==> config.mk <==
export PLATFORM = sky130hd
export DESIGN_NAME = cbpsc_top
export DESIGN_NICKNAME = d
export VERILOG_FILES = /design/src/cbpsc_sync2.v /design/src/cbpsc_top.v
export VERILOG_INCLUDE_DIRS = /design/src /design/src/pkg
export SDC_FILE = /design/constraint.sdc
export NUM_CORES = 1
export LEC_CHECK = 0
export BUFFER_PORTS_ARGS = -buffer_cell sky130_fd_sc_hd__buf_2
export CORE_ASPECT_RATIO = 2
export CORE_UTILIZATION = 60
export DETAILED_ROUTE_END_ITERATION = 8
export HOLD_SLACK_MARGIN = 0.12
export PLACE_DENSITY = 0.83
export SYNTH_ARGS = -nofsm -noshare
export SYNTH_HDL_FRONTEND = slang
export SYNTH_SLANG_ARGS = --single-unit
==> constraint.sdc <==
create_clock -name sys_clk -period 5.6 [get_ports sys_clk]
set_input_delay 1.12 -clock sys_clk [delete_from_list [all_inputs] [get_ports sys_clk]]
set_output_delay 1.12 -clock sys_clk [all_outputs]
set_load 0.1 [all_outputs]
==> src/pkg/cbpsc_consts.vh <==
`ifndef CBPSC_CONSTS_VH
`define CBPSC_CONSTS_VH
`define CBPSC_IDX_PART_ID      8'h05
`define CBPSC_IDX_BLK_LEN      8'h06
`define CBPSC_IDX_CTRL         8'h00
`define CBPSC_IDX_OUT_EN       8'h01
`define CBPSC_IDX_STOPPABLE    8'h02
`define CBPSC_BLK_LEN_RST      8'h07
`define CBPSC_CTRL_RST         8'h07
`define CBPSC_OUT_EN_RST       8'hff
`define CBPSC_STOPPABLE_RST    8'h00
`define CBPSC_BIT_PD_FLOAT     7
`define CBPSC_BIT_STOP_FLOAT   6
`define CBPSC_ADDR_WR          8'hdc
`define CBPSC_ADDR_RD          8'hdd
`define CBPSC_CLK_HZ           40000000
`define CBPSC_LOCK_US          1000
`define CBPSC_LOCK_CYC         ((`CBPSC_CLK_HZ / 1000000) * `CBPSC_LOCK_US)
`define CBPSC_RESTART_LAST     3'h1
`endif

==> src/cbpsc_sync2.v <==
`timescale 1ns/10ps
// Two-stage synchroniser; first stage read only by the second
module cbpsc_sync2 #(
  parameter RST_VAL = 1'b1
) (
  sys_clk,
  rst_b,
  d,
  q
);
  input  wire sys_clk;
  input  wire rst_b;
  input  wire d;
  output wire q;
  reg s1_r;
  reg s2_r;
  always @(posedge sys_clk or negedge rst_b) begin
    if (!rst_b) begin
      s1_r <= RST_VAL;
      s2_r <= RST_VAL;
    end else begin
      s1_r <= d;
      s2_r <= s1_r;
    end
  end
  assign q = s2_r;
endmodule // cbpsc_sync2

==> src/cbpsc_top.v <==
`timescale 1ns/10ps
`include "cbpsc_consts.vh"
module cbpsc_top #(
  parameter       NOUT     = 8,
  parameter [7:0] PART_ID  = 8'h5a, // Arbitrary identifier value
  parameter       LOCK_CYC = `CBPSC_LOCK_CYC
) (
  input  wire            sys_clk,
  input  wire            rst_b,
  input  wire            power_down_n,
  input  wire            output_halt_n,
  input  wire            ref_clk_valid,
  input  wire            out_clk,
  input  wire            reg_wr,
  input  wire            reg_rd,
  input  wire [7:0]      reg_slave_addr,
  input  wire [7:0]      reg_idx,
  input  wire [7:0]      reg_wdata,
  output reg  [7:0]      reg_rdata,
  output reg             reg_ack,
  output wire [NOUT-1:0] clk_out_true,
  output wire [NOUT-1:0] clk_out_true_oe,
  output wire [NOUT-1:0] clk_out_comp,
  output wire [NOUT-1:0] clk_out_comp_oe,
  output wire            pll_enable,
  output wire            pll_locked
);

  // ----------------------------------------------------------------
  // Synchronisers
  // ----------------------------------------------------------------
  wire pd_s;
  wire halt_s;
  wire oclk_s;
  wire refv_s;
  cbpsc_sync2 #(.RST_VAL(1'b1)) u_pd (.sys_clk(sys_clk), .rst_b(rst_b),
    .d(power_down_n), .q(pd_s));
  cbpsc_sync2 #(.RST_VAL(1'b1)) u_halt (.sys_clk(sys_clk), .rst_b(rst_b),
    .d(output_halt_n), .q(halt_s));
  cbpsc_sync2 #(.RST_VAL(1'b0)) u_oclk (.sys_clk(sys_clk), .rst_b(rst_b),
    .d(out_clk), .q(oclk_s));
  cbpsc_sync2 #(.RST_VAL(1'b0)) u_refv (.sys_clk(sys_clk), .rst_b(rst_b),
    .d(ref_clk_valid), .q(refv_s));

  // ----------------------------------------------------------------
  // Registers
  // ----------------------------------------------------------------
  reg [7:0] blk_len_r;
  reg [7:0] ctrl_r;
  reg [7:0] out_en_r;
  reg [7:0] stoppable_r;
  wire wr_hit = reg_wr && (reg_slave_addr == `CBPSC_ADDR_WR);
  wire rd_hit = reg_rd && (reg_slave_addr == `CBPSC_ADDR_RD);

  // Writes to the identifier or to unmapped indices are acked and dropped
  always @(posedge sys_clk or negedge rst_b) begin
    if (!rst_b) begin
      blk_len_r   <= `CBPSC_BLK_LEN_RST;
      ctrl_r      <= `CBPSC_CTRL_RST;
      out_en_r    <= `CBPSC_OUT_EN_RST;
      stoppable_r <= `CBPSC_STOPPABLE_RST;
    end else if (wr_hit) begin
      case (reg_idx)
        `CBPSC_IDX_BLK_LEN:   blk_len_r   <= reg_wdata;
        `CBPSC_IDX_CTRL:      ctrl_r      <= reg_wdata;
        `CBPSC_IDX_OUT_EN:    out_en_r    <= reg_wdata;
        `CBPSC_IDX_STOPPABLE: stoppable_r <= reg_wdata;
        default:              ;
      endcase
    end
  end

  // Read data is held until the next addressed read
  always @(posedge sys_clk or negedge rst_b) begin
    if (!rst_b) begin
      reg_rdata <= 8'h00;
      reg_ack   <= 1'b0;
    end else begin
      reg_ack <= wr_hit || rd_hit;
      if (rd_hit) begin
        case (reg_idx)
          `CBPSC_IDX_PART_ID:   reg_rdata <= PART_ID;
          `CBPSC_IDX_BLK_LEN:   reg_rdata <= blk_len_r;
          `CBPSC_IDX_CTRL:      reg_rdata <= ctrl_r;
          `CBPSC_IDX_OUT_EN:    reg_rdata <= out_en_r;
          `CBPSC_IDX_STOPPABLE: reg_rdata <= stoppable_r;
          default:              reg_rdata <= 8'h00;
        endcase
      end
    end
  end

  wire pd_float   = ctrl_r[`CBPSC_BIT_PD_FLOAT];
  wire stop_float = ctrl_r[`CBPSC_BIT_STOP_FLOAT];

  // ----------------------------------------------------------------
  // Output clock edge detect and debounce
  // ----------------------------------------------------------------
  reg oclk_d_r;
  always @(posedge sys_clk or negedge rst_b) begin
    if (!rst_b) oclk_d_r <= 1'b0;
    else        oclk_d_r <= oclk_s;
  end
  // Complementary output rises when the true clock falls
  wire comp_rise = oclk_d_r && !oclk_s;
  wire comp_fall = !oclk_d_r && oclk_s;

  // Pin level seen at the previous complementary rise
  reg pd_prev_r;
  reg halt_prev_r;
  reg pd_low_r;
  reg halt_act_r;
  reg parked_r;
  always @(posedge sys_clk or negedge rst_b) begin
    if (!rst_b) begin
      pd_prev_r <= 1'b1;
      pd_low_r  <= 1'b0;
      parked_r  <= 1'b0;
    end else begin
      if (comp_rise) begin
        pd_prev_r <= pd_s;
        if (!pd_prev_r && !pd_s) pd_low_r <= 1'b1;
      end
      // Wake-up is not debounced so relock starts at once
      if (pd_s) pd_low_r <= 1'b0;
      if (comp_fall && pd_low_r) parked_r <= 1'b1;
      else if (!pd_low_r) parked_r <= 1'b0;
    end
  end

  always @(posedge sys_clk or negedge rst_b) begin
    if (!rst_b) begin
      halt_prev_r <= 1'b1;
      halt_act_r  <= 1'b0;
    end else if (comp_rise) begin
      halt_prev_r <= halt_s;
      // Stop qualifies only with reference running
      if (refv_s && !halt_prev_r && !halt_s) halt_act_r <= 1'b1;
      if (halt_prev_r && halt_s) halt_act_r <= 1'b0;
    end
  end

  // ----------------------------------------------------------------
  // PLL sequencing and lock timer
  // ----------------------------------------------------------------
  // PLL drops in the same cycle that the parked levels reach the pins
  reg pll_en_r;
  always @(posedge sys_clk or negedge rst_b) begin
    if (!rst_b) pll_en_r <= 1'b1;
    else        pll_en_r <= !parked_r;
  end
  assign pll_enable = pll_en_r;
  reg [31:0] lock_cnt_r;
  always @(posedge sys_clk or negedge rst_b) begin
    if (!rst_b) lock_cnt_r <= 32'h0;
    else if (!pll_enable || !refv_s) lock_cnt_r <= 32'h0;
    else if (lock_cnt_r < LOCK_CYC) lock_cnt_r <= lock_cnt_r + 32'h1;
  end
  assign pll_locked = (lock_cnt_r >= LOCK_CYC);

  // ----------------------------------------------------------------
  // Stop and restart sequencing
  // ----------------------------------------------------------------
  // Restart waits whole periods so the first pulse is full width
  // All pairs share one state, so the stoppable ones stop and resume together
  localparam [1:0] ST_RUN     = 2'b00;
  localparam [1:0] ST_PEND    = 2'b01;
  localparam [1:0] ST_STOPPED = 2'b10;
  localparam [1:0] ST_RESUME  = 2'b11;

  reg [1:0] stop_st_r;
  reg [1:0] stop_st_nxt;
  reg [2:0] rst_cnt_r;
  reg [2:0] rst_cnt_nxt;
  always @* begin
    stop_st_nxt = stop_st_r;
    rst_cnt_nxt = rst_cnt_r;
    case (stop_st_r)
      ST_RUN: begin
        if (halt_act_r) stop_st_nxt = ST_PEND;
      end
      ST_PEND: begin
        // Stop lands right after the true clock has risen
        if (!halt_act_r)    stop_st_nxt = ST_RUN;
        else if (comp_fall) stop_st_nxt = ST_STOPPED;
      end
      ST_STOPPED: begin
        rst_cnt_nxt = 3'h0;
        if (!halt_act_r) stop_st_nxt = ST_RESUME;
      end
      ST_RESUME: begin
        if (halt_act_r) begin
          stop_st_nxt = ST_STOPPED;
          rst_cnt_nxt = 3'h0;
        end else if (comp_fall) begin
          if (rst_cnt_r == `CBPSC_RESTART_LAST) begin
            stop_st_nxt = ST_RUN;
            rst_cnt_nxt = 3'h0;
          end else begin
            rst_cnt_nxt = rst_cnt_r + 3'h1;
          end
        end
      end
      default: begin
        stop_st_nxt = ST_RUN;
        rst_cnt_nxt = 3'h0;
      end
    endcase
  end

  always @(posedge sys_clk or negedge rst_b) begin
    if (!rst_b) begin
      stop_st_r <= ST_RUN;
      rst_cnt_r <= 3'h0;
    end else begin
      stop_st_r <= stop_st_nxt;
      rst_cnt_r <= rst_cnt_nxt;
    end
  end

  wire stopped = (stop_st_r == ST_STOPPED) || (stop_st_r == ST_RESUME);
  // Float release drives high from the synced pin, not the debounced one;
  // the synchroniser still sets the floor on that latency
  wire stop_rel_drive = stopped && halt_s;
  wire stop_drive     = !stop_float || stop_rel_drive;

  // ----------------------------------------------------------------
  // Output pin drive
  // ----------------------------------------------------------------
  // Each pair owns its flops; priority is park, relock, disable, stop
  genvar g;
  generate
    for (g = 0; g < NOUT; g = g + 1) begin : g_out
      reg t_r;
      reg toe_r;
      reg c_r;
      reg coe_r;
      reg t_nxt;
      reg toe_nxt;
      reg c_nxt;
      reg coe_nxt;

      always @* begin
        t_nxt   = oclk_s;
        toe_nxt = 1'b1;
        c_nxt   = !oclk_s;
        coe_nxt = 1'b1;
        if (parked_r) begin
          t_nxt   = 1'b1;
          toe_nxt = !pd_float;
          c_nxt   = 1'b0;
          coe_nxt = 1'b0;
        end else if (!pll_locked && pd_float) begin
          // Drive high well before 300 us while PLL relocks
          t_nxt   = 1'b1;
          toe_nxt = 1'b1;
          c_nxt   = 1'b0;
          coe_nxt = 1'b1;
        end else if (!out_en_r[g]) begin
          t_nxt   = 1'b0;
          toe_nxt = 1'b0;
          c_nxt   = 1'b0;
          coe_nxt = 1'b0;
        end else if (stopped && stoppable_r[g]) begin
          // Float mode rests low; the pins are undriven then
          t_nxt   = stop_drive;
          toe_nxt = stop_drive;
          c_nxt   = 1'b0;
          coe_nxt = 1'b0;
        end
      end

      always @(posedge sys_clk or negedge rst_b) begin
        if (!rst_b) begin
          t_r   <= 1'b0;
          toe_r <= 1'b0;
          c_r   <= 1'b0;
          coe_r <= 1'b0;
        end else begin
          t_r   <= t_nxt;
          toe_r <= toe_nxt;
          c_r   <= c_nxt;
          coe_r <= coe_nxt;
        end
      end

      assign clk_out_true[g]    = t_r;
      assign clk_out_true_oe[g] = toe_r;
      assign clk_out_comp[g]    = c_r;
      assign clk_out_comp_oe[g] = coe_r;
    end
  endgenerate

endmodule // cbpsc_top

==> results.sh <==
export IMPL_io_pins=75
export IMPL_finalSetupViolations=0
export IMPL_antenna_found_initial=0
export IMPL_start_util=0.625
export IMPL_synthCells=486
export IMPL_clock_path_buffers=2
export IMPL_ant_nets=0
export IMPL_grt_overflow=0
export IMPL_core_sq_um=8710
export IMPL_skew_ps=8.01
export IMPL_drt_vias_per_instance=5.90
export IMPL_die_x_um=69.3
export IMPL_fin_ws_ps=2180
export IMPL_path_clk_slew_ps=50
export IMPL_layout_drive_gt1_share=0.311
export IMPL_min_delay_start="u_oclk.s1_r"
export IMPL_r2r_end="g_out[7].t_r"
export IMPL_reg2regPathDepth=6
export IMPL_setup_worst_path_class="reg2out"
export IMPL_reg2reg_from="lock_cnt_r[9]"
export IMPL_dieHeight_um=137
export IMPL_path_cells="or4_1, a31o_2, a211oi_2, inv_2, buf_2"
export IMPL_drv_slew=0
export IMPL_synth_top_area_frac=0.478
export IMPL_wire_per_inst_um=17.3
export IMPL_drc_errors=0
export IMPL_slowest_delay_ps=520
export IMPL_crit_family="compound AO/OA/AOI/OAI gates"
export IMPL_numCtsBuffers=17
export IMPL_synthTopCellsByCount="dfrtp_1, nand2_1, nor2_1, mux2_2, buf_4"
export IMPL_start_kind="register"
export IMPL_grt_max_degree=72
export IMPL_ys_seq_elements=125
export IMPL_drt_iter0_drc=214
export IMPL_grt_use_total=0.255
export IMPL_critical_path_cell_count=5
export IMPL_min_period_ps=3420
export IMPL_vias=3794
export IMPL_post_cts_resized=0
export IMPL_yosys_most_used_dff="dfrtp_1"
export IMPL_hold_buffers=0
export IMPL_synth_most_common_cell="dfrtp_1"
export IMPL_synth_area_leaders="dfrtp_1, dfstp_2, mux2_2"
export IMPL_syn_area_sq_um=5440
export IMPL_syn_area_per_cell_sq_um=11.2
export IMPL_hold_class="reg2reg"
export IMPL_portBuffers=74
export IMPL_post_cts_buffers=0
export IMPL_ys_types=49
export IMPL_r2r_slack_ps=3190
export IMPL_grt_pass1_wl_mm=18.6
export IMPL_critPathMaxFanout=5
export IMPL_synth_fp_nets=520
export IMPL_cts_tree="built"
export IMPL_slowest_stage="or4_1"
export IMPL_cp_required_ps=4480
export IMPL_ys_warn_count=0
export IMPL_maxCapViolations=0
export IMPL_place_congestion=0.874
export IMPL_worstMarginPinSlew_ps=854
export IMPL_antenna_cells=0
export IMPL_crit_end="pll_locked"
export IMPL_setup_tns_final_ps=0
export IMPL_powerDensity_nw_per_um2=345
export IMPL_clkSinkCount=125
export IMPL_place_ws_ps=2460
export IMPL_synth_seq_area_share=0.580
export IMPL_synth_edf_count=0
export IMPL_insertion_delay_ps=410
export IMPL_area_growth_pct=14.5
export IMPL_ys_async_sr_fraction=1.00
export IMPL_slew_headroom=0.431
export IMPL_path_buf_inv=2
export IMPL_hold_viol=0
export IMPL_grt_pass1_vias=3864
export IMPL_ir_worst_vdd_mv=0.256
export IMPL_cts_root_buffer="clkbuf_16"
export IMPL_num_nets_final=564
export IMPL_max_freq_ghz=0.292
export IMPL_dp_hpwl_mm=7.80
export IMPL_endpoint_kind="output pin"
export IMPL_wirelength_mm=11.1
export IMPL_leakagePower_nw=3.16
export IMPL_worstPathArrival_ps=2300
export IMPL_synth_area_leader_cell="dfrtp_1"
export IMPL_crit_path_start="lock_cnt_r[9]"
export IMPL_firstDrtPassIters=5
export IMPL_htree_levels=4
export IMPL_placementRows=48
export IMPL_status="complete, no violations"
export IMPL_finalCritPeriodShare=0.611
export IMPL_nFillCells=576
export IMPL_die_area_sq_um=9480
export IMPL_rsz0062_at_grt="no"
## power by group
group	internal (mW)	total [mW]	switching, mW
logic	0.0312	0.115	0.0838
registers	0.927	0.962	0.0348
clock network	0.712	1.08	0.365
## final cells by class
| class | instances | area (sq um) | share of cell area |
|---|---|---|---|
| sequential | 125 | 3150 | 0.506 |
| multi-input combinational | 299 | 1930 | 0.310 |
| clock buffer | 26 | 509 | 0.0817 |
| timing repair buffer | 76 | 388 | 0.0622 |
| tap | 100 | 125 | 0.0201 |
| clock inverter | 6 | 82.6 | 0.0132 |
| inverter | 11 | 41.3 | 0.00662 |
## routing by layer
metal / GRT usage / vias to the layer above / wire, um
met3: 0.0523 / 25 / 456
met2: 0.450 / 132 / 6010
met1: 0.288 / 1852 / 4340
li1: - / 1785 / -
met4: 0.136 / 0 / 302
met5: 0 / - / 0
## kinds of logic after synthesis
group | Yosys count | share of synthesized area
flip-flops | 125 | 0.580
buffers and inverters | 62 | 0.0653
multiplexers | 47 | 0.0940
AO/OA/AOI/OAI | 94 | 0.116
AND/OR/NAND/NOR | 152 | 0.134
XOR/XNOR | 4 | 0.00644
adder cells (fa/ha/maj) | 2 | 0.00460
## metrics by stage
stage | instance area [sq um] | std cells | hold WS (ps) | utilization | power [mW]
after floorplan | 5440 | 486 | 331 | - | 1.05
after global placement | 5640 | 611 | 335 | 0.648 | 1.09
after global routing | 6230 | 643 | 357 | 0.716 | 2.22
after detailed placement | 5640 | 611 | 342 | 0.648 | 1.09
final | 6230 | 643 | 351 | 0.716 | 2.15
after CTS | 6230 | 643 | 355 | 0.716 | 2.17
## worst reg2reg max path: cells and delay by family (launching register included)
family / cells / cell delay [ps]
compound gates: 4 / 1030
flops: 1 / 430
simple gates: 1 / 520
buf+inv: 1 / 300
## layout by cell type (no fill, tap or decap), types with 8 or more instances in the layout
cell         n
a21oi_1     26
a22o_1       8
and3_1      18
buf_2       73
clkbuf_16   17
dfrtp_1    104
dfstp_2     21
inv_1       10
mux2_2      33
mux2i_1     14
nand2_1     53
nand3_1      9
nor2_1      38
o211ai_1     8
o21ai_0     17
## worst min path at each step
stage,slack [ps],to,depth (start not counted)
6_report,350,u_oclk.q,0
5_1_grt,360,u_oclk.q,0
4_1_cts,350,u_oclk.q,0
3_5_place_dp,340,u_refv.q,0
3_3_place_gp,330,u_refv.q,0
2_1_floorplan,330,u_oclk.q,0
## flip-flops by register name (all words and copies together) (netlist names), 8 cells and up, named ones only
signal,count
g_out.c_r,8
blk_len_r,8
lock_cnt_r,32
reg_rdata,8
ctrl_r,8
g_out.t_r,8
g_out.coe_r,8
g_out.toe_r,8
out_en_r,8
stoppable_r,8
(Power assumes the default switching activity.)
